$ cat src/shared/sli_pkg.sv
// Shared constants and types for the status lamp indicator block
package sli_pkg;
    localparam int unsigned CLK_HZ       = 20_000_000;
    localparam int unsigned BLINK_HALF_MS = 500;
    localparam int unsigned BLINK_HALF_CYC = CLK_HZ / 1000 * BLINK_HALF_MS;

    // AXI4-Lite byte offsets
    localparam logic [7:0] REG_LAMP_EN    = 8'h00;
    localparam logic [7:0] REG_LAMP_STATE = 8'h04;
    localparam logic [7:0] REG_IRQ_STATUS = 8'h08;
    localparam logic [7:0] REG_IRQ_ENABLE = 8'h0C;
    localparam logic [7:0] REG_IRQ_CLEAR  = 8'h10;

    // Lamp enable field positions
    localparam int EN_PWR_SLEEP = 0;
    localparam int EN_PWR_AWAKE = 1;
    localparam int EN_EMG       = 2;
    localparam int EN_SIG       = 3;
    localparam int EN_FIX       = 4;
    localparam int EN_MSG       = 5;
    localparam logic [5:0] LAMP_EN_RST = 6'h3F;

    // Interrupt event positions
    localparam int IRQ_SESS_DONE = 0;
    localparam int IRQ_SESS_ERR  = 1;
    localparam int IRQ_EMG_RISE  = 2;
    localparam int IRQ_PWR_CHG   = 3;
    localparam logic [3:0] IRQ_EN_RST = 4'h0;

    localparam logic [1:0] RESP_OKAY   = 2'h0;
    localparam logic [1:0] RESP_SLVERR = 2'h2;

    typedef enum logic [1:0] {FIX_NONE, FIX_2D, FIX_DR, FIX_FULL} sli_fix_t;
    typedef enum logic [1:0] {LAMP_DARK, LAMP_SOLID, LAMP_BLINK} sli_lamp_t;
endpackage

$ cat src/shared/sli_blink_if.sv
// Blink phase carried from the divider to the lamp logic
interface sli_blink_if;
    logic phase;
    logic wrap;
    modport src (output phase, output wrap);
    modport snk (input  phase, input  wrap);
endinterface

$ cat src/logic/sli_blink.sv
// Free-running blink divider shared by the signal, position and message lamps
module sli_blink #(
    parameter int unsigned HALF_CYC = 10_000_000
) (
    input  wire logic  i_clk,   // Controller clock
    input  wire logic  i_rst,   // Synchronous reset
    sli_blink_if.src   blk      // Blink phase out
);
    localparam int W = $clog2(HALF_CYC + 1);
    localparam logic [W-1:0] LAST = W'(HALF_CYC - 1);
    logic [W-1:0] cnt;

    if (HALF_CYC < 2) begin : g_bad_half
        $error("sli_blink: HALF_CYC must be at least 2");
    end

    // Equal on and off halves from one counter
    always_ff @(posedge i_clk) begin
        if (i_rst) begin
            cnt       <= '0;
            blk.phase <= 1'b0;
            blk.wrap  <= 1'b0;
        end else if (cnt == LAST) begin
            cnt       <= '0;
            blk.phase <= ~blk.phase;
            blk.wrap  <= 1'b1;
        end else begin
            cnt       <= cnt + W'(1);
            blk.wrap  <= 1'b0;
        end
    end
endmodule

$ cat src/logic/sli_top.sv
// Status lamp indicator with AXI4-Lite register access
module sli_top
    import sli_pkg::*;
#(
    parameter int unsigned BLINK_HALF = sli_pkg::BLINK_HALF_CYC
) (
    input  wire logic        I_REF_CLK,       // 20 MHz controller clock
    input  wire logic        I_RST,           // Synchronous reset, active high
    input  wire logic        I_SUPPLY_OK,     // Supply power present
    input  wire logic        I_PWR_BUTTON,    // Power button pin, high pressed
    input  wire logic        I_EMG_BUTTON,    // Emergency button pin, high pressed
    input  wire logic        I_EMERGENCY_INPUT_PIN, // Emergency input pin, high active
    input  wire logic        I_ASLEEP,        // Unit sleeping between reports
    input  wire logic        I_CMD_MODE,      // 1 command mode, 0 tracking mode
    input  wire sli_pkg::sli_fix_t I_FIX_Q,   // Position fix quality
    input  wire logic [2:0]  I_SIG_BARS,      // Signal strength bars 0..5
    input  wire logic        I_SESS_DONE,     // Burst message session finished, pulse
    input  wire logic        I_SESS_ACK,      // Gateway acknowledged transmission
    input  wire logic        I_SESS_RX_ERR,   // Received message had an error
    input  wire logic        I_SESS_FIX_OK,   // Transmission carried a valid fix
    input  wire logic        I_LAST_ERR_NV,   // Stored last-session error at boot
    output logic             O_LAST_ERR,      // Last-session error to store
    output logic             O_LAMP_PWR,      // Power lamp
    output logic             O_LAMP_SIG,      // Satellite signal lamp
    output logic             O_LAMP_FIX,      // Position lamp
    output logic             O_LAMP_MSG,      // Message outcome lamp
    output logic             O_LAMP_EMG,      // Emergency lamp
    output logic             O_IRQ,           // Level interrupt
    input  wire logic [7:0]  S_AXI_AWADDR,    // Write address
    input  wire logic        S_AXI_AWVALID,   // Write address valid
    output logic             S_AXI_AWREADY,   // Write address ready
    input  wire logic [31:0] S_AXI_WDATA,     // Write data
    input  wire logic [3:0]  S_AXI_WSTRB,     // Write strobes
    input  wire logic        S_AXI_WVALID,    // Write data valid
    output logic             S_AXI_WREADY,    // Write data ready
    output logic [1:0]       S_AXI_BRESP,     // Write response
    output logic             S_AXI_BVALID,    // Write response valid
    input  wire logic        S_AXI_BREADY,    // Write response ready
    input  wire logic [7:0]  S_AXI_ARADDR,    // Read address
    input  wire logic        S_AXI_ARVALID,   // Read address valid
    output logic             S_AXI_ARREADY,   // Read address ready
    output logic [31:0]      S_AXI_RDATA,     // Read data
    output logic [1:0]       S_AXI_RRESP,     // Read response
    output logic             S_AXI_RVALID,    // Read data valid
    input  wire logic        S_AXI_RREADY     // Read data ready
);
    import sli_pkg::*;

    if (BLINK_HALF < 2) begin : g_bad_half
        $error("sli_top: BLINK_HALF must be at least 2");
    end

    sli_blink_if blk ();

    sli_blink #(.HALF_CYC(BLINK_HALF)) u_blink (
        .i_clk (I_REF_CLK),
        .i_rst (I_RST),
        .blk   (blk)
    );

    function automatic logic lamp_level(input sli_lamp_t m, input logic ph, input logic en);
        lamp_level = en && ((m == LAMP_SOLID) || ((m == LAMP_BLINK) && ph));
    endfunction

    // Pins: power button, emergency button, emergency input
    logic [2:0] sync1;
    logic [2:0] sync2;
    logic       btn_q;
    logic       emg_q;
    always_ff @(posedge I_REF_CLK) begin
        if (I_RST) begin
            sync1 <= 3'h0;
            sync2 <= 3'h0;
            btn_q <= 1'b0;
            emg_q <= 1'b0;
        end else begin
            sync1 <= {I_EMERGENCY_INPUT_PIN, I_EMG_BUTTON, I_PWR_BUTTON};
            sync2 <= sync1;
            btn_q <= sync2[0];
            emg_q <= |sync2[2:1];
        end
    end
    wire btn_rise = sync2[0] && !btn_q;
    wire emg_act  = |sync2[2:1];

    // Unit on/off: button toggles, loss of supply turns it off
    logic power_on;
    always_ff @(posedge I_REF_CLK) begin
        if (I_RST) begin
            power_on <= 1'b0;
        end else if (!I_SUPPLY_OK) begin
            power_on <= 1'b0;
        end else if (btn_rise) begin
            power_on <= !power_on;
        end
    end

    // Registers
    logic [5:0] lamp_en;
    logic [3:0] irq_stat;
    logic [3:0] irq_en;
    logic       aw_held;
    logic       w_held;
    logic [7:0] aw_addr;
    logic [31:0] w_data;
    logic [3:0] w_strb;

    // Session outcome
    wire sess_err = !I_SESS_ACK || I_SESS_RX_ERR;
    wire trk_ok   = I_SESS_ACK && I_SESS_FIX_OK;

    logic      mode_q;
    logic      has_result;
    logic      ever_ok;
    logic      boot_seen;
    logic      boot_err;
    logic      first_done;
    sli_lamp_t msg_mode;
    wire       mode_entry = (I_CMD_MODE != mode_q);

    // Nonvolatile flag is caught one cycle after reset release
    always_ff @(posedge I_REF_CLK) begin
        if (I_RST) begin
            boot_seen <= 1'b0;
            boot_err  <= 1'b0;
        end else if (!boot_seen) begin
            boot_seen <= 1'b1;
            boot_err  <= I_LAST_ERR_NV;
        end
    end

    always_ff @(posedge I_REF_CLK) begin
        if (I_RST) begin
            O_LAST_ERR <= 1'b0;
        end else if (!boot_seen) begin
            O_LAST_ERR <= I_LAST_ERR_NV;
        end else if (I_SESS_DONE) begin
            O_LAST_ERR <= sess_err;
        end
    end

    always_ff @(posedge I_REF_CLK) begin
        if (I_RST) begin
            mode_q     <= 1'b0;
            has_result <= 1'b0;
            ever_ok    <= 1'b0;
            first_done <= 1'b0;
            msg_mode   <= LAMP_DARK;
        end else begin
            mode_q <= I_CMD_MODE;
            if (mode_entry) begin
                has_result <= 1'b0;
                msg_mode   <= LAMP_DARK;
            end else if (I_SESS_DONE) begin
                has_result <= 1'b1;
                first_done <= 1'b1;
                if (I_CMD_MODE) begin
                    if (sess_err) begin
                        msg_mode <= LAMP_DARK;
                    end else if (!first_done && boot_err) begin
                        msg_mode <= LAMP_BLINK;
                    end else begin
                        msg_mode <= LAMP_SOLID;
                    end
                end else begin
                    if (trk_ok) begin
                        ever_ok  <= 1'b1;
                        msg_mode <= LAMP_SOLID;
                    end else if (ever_ok) begin
                        msg_mode <= LAMP_BLINK;
                    end else begin
                        msg_mode <= LAMP_DARK;
                    end
                end
            end
        end
    end

    sli_lamp_t fix_mode;
    sli_lamp_t sig_mode;
    always_comb begin
        case (I_FIX_Q)
            FIX_FULL:        fix_mode = LAMP_SOLID;
            FIX_2D, FIX_DR:  fix_mode = LAMP_BLINK;
            default:         fix_mode = LAMP_DARK;
        endcase
        if (I_SIG_BARS >= 3'h3 && I_SIG_BARS <= 3'h5) begin
            sig_mode = LAMP_SOLID;
        end else if (I_SIG_BARS != 3'h0) begin
            sig_mode = LAMP_BLINK;
        end else begin
            sig_mode = LAMP_DARK;
        end
    end

    // Same lamp logic in both modes; only the message lamp differs
    wire pwr_en = I_ASLEEP ? lamp_en[EN_PWR_SLEEP] : lamp_en[EN_PWR_AWAKE];
    always_ff @(posedge I_REF_CLK) begin
        if (I_RST) begin
            O_LAMP_PWR <= 1'b0;
            O_LAMP_SIG <= 1'b0;
            O_LAMP_FIX <= 1'b0;
            O_LAMP_MSG <= 1'b0;
            O_LAMP_EMG <= 1'b0;
        end else begin
            O_LAMP_PWR <= pwr_en && power_on && I_SUPPLY_OK;
            O_LAMP_SIG <= lamp_level(sig_mode, blk.phase, lamp_en[EN_SIG]);
            O_LAMP_FIX <= lamp_level(fix_mode, blk.phase, lamp_en[EN_FIX]);
            O_LAMP_MSG <= lamp_level(msg_mode, blk.phase,
                                     lamp_en[EN_MSG] && has_result);
            O_LAMP_EMG <= lamp_en[EN_EMG] && emg_act;
        end
    end

    // AXI4-Lite write path; address and data taken in either order
    wire wr_go = aw_held && w_held && !S_AXI_BVALID;
    always_ff @(posedge I_REF_CLK) begin
        if (I_RST) begin
            aw_held       <= 1'b0;
            w_held        <= 1'b0;
            aw_addr       <= 8'h00;
            w_data        <= 32'h0000_0000;
            w_strb        <= 4'h0;
            S_AXI_AWREADY <= 1'b0;
            S_AXI_WREADY  <= 1'b0;
            S_AXI_BVALID  <= 1'b0;
            S_AXI_BRESP   <= RESP_OKAY;
        end else begin
            S_AXI_AWREADY <= !aw_held && !S_AXI_AWREADY;
            S_AXI_WREADY  <= !w_held && !S_AXI_WREADY;
            if (S_AXI_AWVALID && S_AXI_AWREADY) begin
                aw_held <= 1'b1;
                aw_addr <= S_AXI_AWADDR;
                S_AXI_AWREADY <= 1'b0;
            end
            if (S_AXI_WVALID && S_AXI_WREADY) begin
                w_held <= 1'b1;
                w_data <= S_AXI_WDATA;
                w_strb <= S_AXI_WSTRB;
                S_AXI_WREADY <= 1'b0;
            end
            if (wr_go) begin
                aw_held      <= 1'b0;
                w_held       <= 1'b0;
                S_AXI_BVALID <= 1'b1;
                S_AXI_BRESP  <= (aw_addr == REG_LAMP_EN || aw_addr == REG_IRQ_ENABLE ||
                                 aw_addr == REG_IRQ_CLEAR) ? RESP_OKAY : RESP_SLVERR;
            end else if (S_AXI_BVALID && S_AXI_BREADY) begin
                S_AXI_BVALID <= 1'b0;
            end
        end
    end

    always_ff @(posedge I_REF_CLK) begin
        if (I_RST) begin
            lamp_en <= LAMP_EN_RST;
            irq_en  <= IRQ_EN_RST;
        end else if (wr_go && w_strb[0]) begin
            if (aw_addr == REG_LAMP_EN) begin
                lamp_en <= w_data[5:0];
            end
            if (aw_addr == REG_IRQ_ENABLE) begin
                irq_en <= w_data[3:0];
            end
        end
    end

    // Sticky events; a new event wins over a clear in the same cycle
    wire [3:0] irq_evt = {btn_rise && I_SUPPLY_OK, emg_act && !emg_q,
                          I_SESS_DONE && sess_err, I_SESS_DONE};
    wire [3:0] irq_clr = (wr_go && w_strb[0] && aw_addr == REG_IRQ_CLEAR) ? w_data[3:0] : 4'h0;
    always_ff @(posedge I_REF_CLK) begin
        if (I_RST) begin
            irq_stat <= 4'h0;
            O_IRQ    <= 1'b0;
        end else begin
            irq_stat <= (irq_stat & ~irq_clr) | irq_evt;
            O_IRQ    <= |(irq_stat & irq_en);
        end
    end

    // AXI4-Lite read path, one read at a time
    always_ff @(posedge I_REF_CLK) begin
        if (I_RST) begin
            S_AXI_ARREADY <= 1'b0;
            S_AXI_RVALID  <= 1'b0;
            S_AXI_RDATA   <= 32'h0000_0000;
            S_AXI_RRESP   <= RESP_OKAY;
        end else if (S_AXI_RVALID) begin
            if (S_AXI_RREADY) begin
                S_AXI_RVALID <= 1'b0;
            end
        end else if (S_AXI_ARVALID && S_AXI_ARREADY) begin
            S_AXI_ARREADY <= 1'b0;
            S_AXI_RVALID  <= 1'b1;
            S_AXI_RRESP   <= RESP_OKAY;
            case (S_AXI_ARADDR)
                REG_LAMP_EN:    S_AXI_RDATA <= {26'h0, lamp_en};
                REG_LAMP_STATE: S_AXI_RDATA <= {22'h0, has_result, power_on, I_CMD_MODE,
                                                O_LAST_ERR, O_LAMP_EMG, O_LAMP_MSG,
                                                O_LAMP_FIX, O_LAMP_SIG, O_LAMP_PWR, 1'b0};
                REG_IRQ_STATUS: S_AXI_RDATA <= {28'h0, irq_stat};
                REG_IRQ_ENABLE: S_AXI_RDATA <= {28'h0, irq_en};
                REG_IRQ_CLEAR:  S_AXI_RDATA <= 32'h0000_0000;
                default: begin
                    S_AXI_RDATA <= 32'h0000_0000;
                    S_AXI_RRESP <= RESP_SLVERR;
                end
            endcase
        end else begin
            S_AXI_ARREADY <= !S_AXI_ARREADY;
        end
    end
endmodule

$ cat config.mk
export PLATFORM = sky130hd
export DESIGN_NAME = sli_top
export DESIGN_NICKNAME = d
export VERILOG_FILES = /design/src/shared/sli_pkg.sv /design/src/shared/sli_blink_if.sv /design/src/logic/sli_blink.sv /design/src/logic/sli_top.sv
export SDC_FILE = /design/constraint.sdc
export NUM_CORES = 1
export LEC_CHECK = 0
export BUFFER_PORTS_ARGS = -buffer_cell sky130_fd_sc_hd__buf_2
export CORE_MARGIN = 5
export CORE_UTILIZATION = 46
export CTS_CLUSTER_DIAMETER = 120
export DETAILED_ROUTE_END_ITERATION = 8
export GPL_ROUTABILITY_DRIVEN = 0
export PLACE_DENSITY_LB_ADDON = 0.08
export SETUP_SLACK_MARGIN = 0.5
export SYNTH_ARGS = -nofsm -noshare
export SYNTH_HDL_FRONTEND = slang
export SYNTH_SLANG_ARGS = --single-unit
$ cat constraint.sdc
create_clock -name I_REF_CLK -period 1.9 [get_ports I_REF_CLK]
set_input_delay 0.38 -clock I_REF_CLK [delete_from_list [all_inputs] [get_ports I_REF_CLK]]
set_output_delay 0.38 -clock I_REF_CLK [all_outputs]
set_load 0.005 [all_outputs]
; ---- Yosys cells after proc, flatten, opt, wreduce, memory -nomap -nowiden
; Cells that the tools add are included.
; W data, S select, Z words.
[op_classes]
n_addsub = 1
n_lt_le_gt_ge = 2
n_eq_ne = 18
mux = 22
n_bitwise = 9
n_reduce_logical = 63
[ops]
columns = operator, n
row1 = $pmux W10 S4, 1
row2 = $logic_and A1 B1 Y1, 27
row3 = $add A24 B1 Y24 const B, 1
row4 = $eq A24 B24 Y1 const B, 1
row5 = $eq A8 B4 Y1 const B, 3
row6 = $mux W2, 9
row7 = $eq A8 B5 Y1 const B, 2
row8 = $logic_not A8 Y1, 2
row9 = $reduce_or A2 Y1, 8
row10 = $logic_not A1 Y1, 11
row11 = $eq A2 B2 Y1 const B, 5
row12 = $mux W1, 10
row13 = $and A4 B4 Y4, 2
row14 = $eq A2 B1 Y1 const B, 4
row15 = $eq A8 B3 Y1 const B, 1
row16 = $reduce_and A2 Y1, 4
row17 = $logic_or A1 B1 Y1, 6
row18 = $not A1 Y1, 5
row19 = $reduce_or A5 Y1, 1
row20 = $mux W4, 1
row21 = $not A4 Y4, 1
row22 = $or A4 B4 Y4, 1
row23 = $pmux W2 S2, 1
row24 = $reduce_and A4 Y1, 1
row25 = other kinds (7), 7
[word_totals]
ff_bits = 121
out_inout_bits = 48
word_cells = 152

; ---- Longest topological paths before layout
[logic_depth]
word_depth = 8
mapped_depth = 7

; ---- Hierarchy
; A second synthesis with hierarchy kept.
[unflattened]
cells_unflattened = 461
area_unflattened_um2 = 4171.5
[modules_own_cells]
columns = mod, n_inst, cells_each, area_per_inst_um2, seq_area_each_um2
row1 = sli_top, 1, 328, 2996.6, 1441.4
row2 = sli_blink, 1, 133, 1174.9, 520.5

; ---- Least setup slack after synthesis
; OpenSTA, ideal clock, no wires.
[synth_timing]
path_type = register to register
startpoint = reg aw_addr[1]
endpoint = reg lamp_en[0]
setup_ns = 0.072
arrival_time_ns = 1.773
required_time_ns = 1.828
slack_ns = 0.056
stages_incl_launch_ff = 5
synth_period_minus_slack_ns = 1.844
cell_sequence = dfxtp_1 -> or4_4 -> or2_4 -> nor4_4 -> mux2i_1
[synth_between]
elab_chain_cells = 2
[synth_lines]
columns = element, line
row1 = start: declaration, sli_top.sv:104  ; logic [7:0] aw_addr;
row2 = start signal: assignment, sli_top.sv:221  ; aw_addr <= 8'h00;
row3 = start signal: assignment, sli_top.sv:233  ; aw_addr <= S_AXI_AWADDR;
row4 = $logic_not A8 Y1, sli_top.sv:259  ; if (aw_addr == REG_LAMP_EN) begin
row5 = $reduce_and A2 Y1 (no line), --
row6 = end signal: assignment, sli_top.sv:260  ; lamp_en <= w_data[5:0];
row7 = end: declaration, sli_top.sv:99  ; logic [5:0] lamp_en;
; Every way passes these cells.
; A chain may end at the register's enable or synchronous reset.

; ---- Final worst setup path
[layout_timing]
startpoint = reg aw_addr[1]
endpoint = reg lamp_en[2]
; Same word-level chain as after synthesis.

==> load_flow_metrics.sql <==
INSERT INTO impl_metrics (metric_group, metric, value, unit) VALUES
('outcome', 'status', 'finished, final reports clean', ''),
('synthesis', 'dominantRegCellSynth', 'dfxtp_1', ''),
('timing', 'report.final.hold_viol_count', '0', ''),
('clocking', 'tritoncts_num_sinks', '97', ''),
('synthesis', 'synth.ff_latch_count', '97', ''),
('route', 'drt.antenna.violating_nets', '0', ''),
('route', 'num_vias', '3415', ''),
('min_path', 'hold_path_startpoint', 'I_EMERGENCY_INPUT_PIN', ''),
('critical_path', 'path_max_fanout', '6', ''),
('global_routing', 'grt-ovfl-total', '0', ''),
('critical_path', 'data_arrival_critical_path', '2.03', 'ns'),
('min_path', 'hp-class', 'in -> reg', ''),
('pwr', 'cellPowerDensity', '776', 'mW/mm2'),
('floorplan', 'floorplan.initialDensity', '47.4', '%'),
('global_routing', 'grt_pass1_vias', '3247', ''),
('pwr', 'p_leak', '1.93', 'nW'),
('clocking', 'postCtsHoldBufs', '0', ''),
('layout', 'antenna_cells_inserted', '0', ''),
('synthesis', 'syn-instance-count', '469', ''),
('critical_path', 'cp-end-kind', 'flop', ''),
('synthesis', 'synth_top_area_share', '47.0', '%'),
('global_routing', 'number_of_antenna_violations_at_the_first_check_in_global_routing', '0', ''),
('route', 'total_iterations_of_the_first_detailed_routing_run', '4', ''),
('min_path', 'hold_path_depth', '2', ''),
('layout', 'drive_above_1_share', '28.8', '%'),
('synthesis', 'number_of_enable_type_register_cells_in_the_synthesized_netlist', '0', ''),
('synthesis', 'post_synth_num_cell_types', '50', ''),
('placed_design', 'hpwl', '6580', 'um'),
('layout', 'flow.area_growth_from_synthesis', '21.8', '%'),
('critical_path', 'rr_endpoint', 'lamp_en[2]$_SDFFE_PP1P_', ''),
('timing', 'finalCritPeriodShare', '92.2', '%'),
('floorplan', 'core-area', '0.00872', 'mm2'),
('floorplan', 'floorplan.die.height', '105', 'um'),
('floorplan', 'floorplan.rows', '34', ''),
('min_path', 'min_delay_worst_endpoint', 'sync1[2]$_SDFF_PP0_', ''),
('global_routing', 'grtUsageTotal', '16.4', '%'),
('clocking', 'clock_latency', '0.36', 'ns'),
('critical_path', 'internal_reg_to_reg_setup_slack', '0.15', 'ns'),
('clocking', 'cts_tree', 'done', ''),
('synthesis', 'synth_largest_area_cell', 'dfxtp_1', ''),
('clocking', 'numCtsBuffers', '9', ''),
('critical_path', 'rr_startpoint', 'aw_addr[1]$_SDFFE_PP0P_', ''),
('clocking', 'cts-root-buf', 'clkbuf_8', ''),
('critical_path', 'required_time_reported_for_the_critical_path_endpoint', '2.18', 'ns'),
('timing', 'holdWs', '0.229', 'ns'),
('route', 'via_per_inst', '5.17', ''),
('critical_path', 'critPathKind', 'reg -> reg', ''),
('synthesis', 'synth_area_leaders', 'dfxtp_1, a21oi_1, buf_4', ''),
('placed_design', 'detailedPlace.worstSlack', '0.0965', 'ns'),
('layout', 'nets', '625', ''),
('clocking', 'clkTransAtPathRegs', '0.09', 'ns'),
('timing', 'rsz0062_at_grt', 'true', ''),
('job', 'maxCapViolations', '0', ''),
('synthesis', 'synth.yosys.warnings', '0', ''),
('floorplan', 'die_x_extent', '105', 'um'),
('timing', 'period_minus_slack', '1.75', 'ns'),
('floorplan', 'pin_count', '123', ''),
('route', 'drt_iter0_markers', '94', ''),
('synthesis', 'yosysSeqAreaShare', '47.0', '%'),
('timing', 'slew_viol_final', '0', ''),
('route', 'wirelength', '9180', 'um'),
('timing', 'finalSetupViolCount', '0', ''),
('route', 'detail_route.wl_per_cell', '13.9', 'um'),
('timing', 'postLayoutSetupSlackWorst', '0.149', 'ns'),
('timing', 'worst_clock_skew', '0.0112', 'ns'),
('route', 'remaining_drc_errors', '0', ''),
('layout', 'layout.cells.most_common', 'dfxtp_1', ''),
('timing', 'setup-tns-final', '0', 'ns'),
('global_routing', 'pin_count_of_the_biggest_net_entering_global_routing', '72', ''),
('synthesis', 'asyncSetResetFlopFracSynth', '0', '%'),
('global_routing', 'grt_pass1_wl', '15200', 'um'),
('clocking', 'cts_htree_levels', '3', ''),
('pwr', 'vdd_drop_max', '0.498', 'mV'),
('floorplan', 'dieArea', '0.0110', 'mm2'),
('critical_path', 'ff2ff_path_depth', '5', ''),
('placed_design', 'io_buffers', '69', ''),
('critical_path', 'setup.worst_path.start_class', 'flop', ''),
('clocking', 'cts_buffer_depth', '2', ''),
('synthesis', 'mapped_area', '0.00413', 'mm2'),
('timing', 'fmaxAchievable', '571', 'MHz'),
('layout', 'commonest_non_fill_non_tap_cells_in_the_layout', 'dfxtp_1, buf_2, nand2_1', ''),
('synthesis', 'postSynthAreaPerCell', '8.81', 'um2');
-- cell type report --
cell class,count,area [um2]
Clock buffer,11,151
Fill cell,820,3690
Tap cell,108,135
Clock inverter,5,61.3
Sequential cell,97,1960
Timing Repair Buffer,90,566
Inverter,11,41.3
Multi-Input combinational cell,338,2110
-- stage by stage --
stage / std cells / instance area (um2) / utilization (%) / total power, mW
CTS: 658 / 4940 / 56.7 / 3.93
floorplan: 492 / 4320 / - / 2.44
global placement: 630 / 4580 / 52.5 / 2.52
global route: 660 / 5030 / 57.7 / 4.08
detailed placement: 630 / 4580 / 52.5 / 2.53
finish: 660 / 5030 / 57.7 / 3.90
-- power breakdown --
part	switching, mW	internal, mW
clock network	0.708	0.685
registers	0.0555	2.10
logic	0.197	0.162
total	0.961	2.94
-- kinds of logic after synthesis --
logic type	synth area share [%]
AO/OA/AOI/OAI	10.8
multiplexers	5.63
buffers and inverters	7.35
other	0.0907
AND/OR/NAND/NOR	25.3
XOR/XNOR	2.97
adder cells (fa/ha/maj)	0.908
flip-flops	47.0
-- what timing repair did --
item | CTS | global route
gates cloned | 1 | 0
setup endpoints to repair | 45 | 46
pin swaps | 2 | 3
resized for setup | 25 | 22
endpoints found under the hold margin | 0 | 0
setup buffers | 11 | 2
-- registers in the layout, indices dropped and copies added, names as in the netlist, 2 cells and up --
name and cells:
u_blink.cnt 24, S_AXI_RDATA 10, aw_addr 8, lamp_en 6
w_data 6, irq_en 4, irq_stat 4, sync1 3
sync2 3, msg_mode 2
-- cells in the mapped netlist, types with 2 or more instances --
cell	instances
dfxtp_1	97
nor2_1	48
a21oi_1	47
nand2_1	45
nand3_1	31
buf_4	24
clkbuf_1	19
o21ai_0	16
mux2i_1	12
or3_1	11
inv_1	10
nand4_1	10
nor2b_1	10
xor2_1	10
and4_1	8
nor3_1	7
nand2b_1	5
a311oi_1	4
and3_1	4
mux2_2	4
xnor2_1	4
and2_1	3
buf_1	3
ha_1	3
mux4_2	3
a22oi_1	2
a31oi_1	2
nand3b_1	2
nor4_1	2
nor4_4	2
or4_1	2
-- worst max-delay path, stage by stage (launching register included) --
cell	delay, ns
dfxtp_2	0.33
or4_4	0.53
or2_4	0.27
nor4_4	0.16
buf_6	0.18
mux2i_1	0.20
-- layer usage --
metal  global-route usage, %  routed length, um  vias to the layer above
met2                    27.9               4450                       75
met5                       0                  0                        -
met1                    20.8               4150                     1586
li1                        -                  -                     1743
met4                    5.02                114                        0
met3                    3.58                465                       11
-- worst max path at each step --
stage	startpoint	endpoint	slack, ns	cells past startpoint
after global placement	S_AXI_ARADDR[1]	S_AXI_RDATA[8]$_SDFFE_PP0P_	0.13	5
after CTS	aw_addr[1]$_SDFFE_PP0P_	lamp_en[2]$_SDFFE_PP1P_	0.15	5
after global routing	aw_addr[1]$_SDFFE_PP0P_	irq_stat[0]$_SDFF_PP0_	0.05	5
final	aw_addr[1]$_SDFFE_PP0P_	lamp_en[2]$_SDFFE_PP1P_	0.15	5
after detailed placement	S_AXI_ARADDR[1]	S_AXI_RDATA[4]$_SDFFE_PP0P_	0.1	5
after floorplan	aw_addr[1]$_SDFFE_PP0P_	lamp_en[0]$_SDFFE_PP1P_	0.17	4
Power figures use the tool's default switching activity.
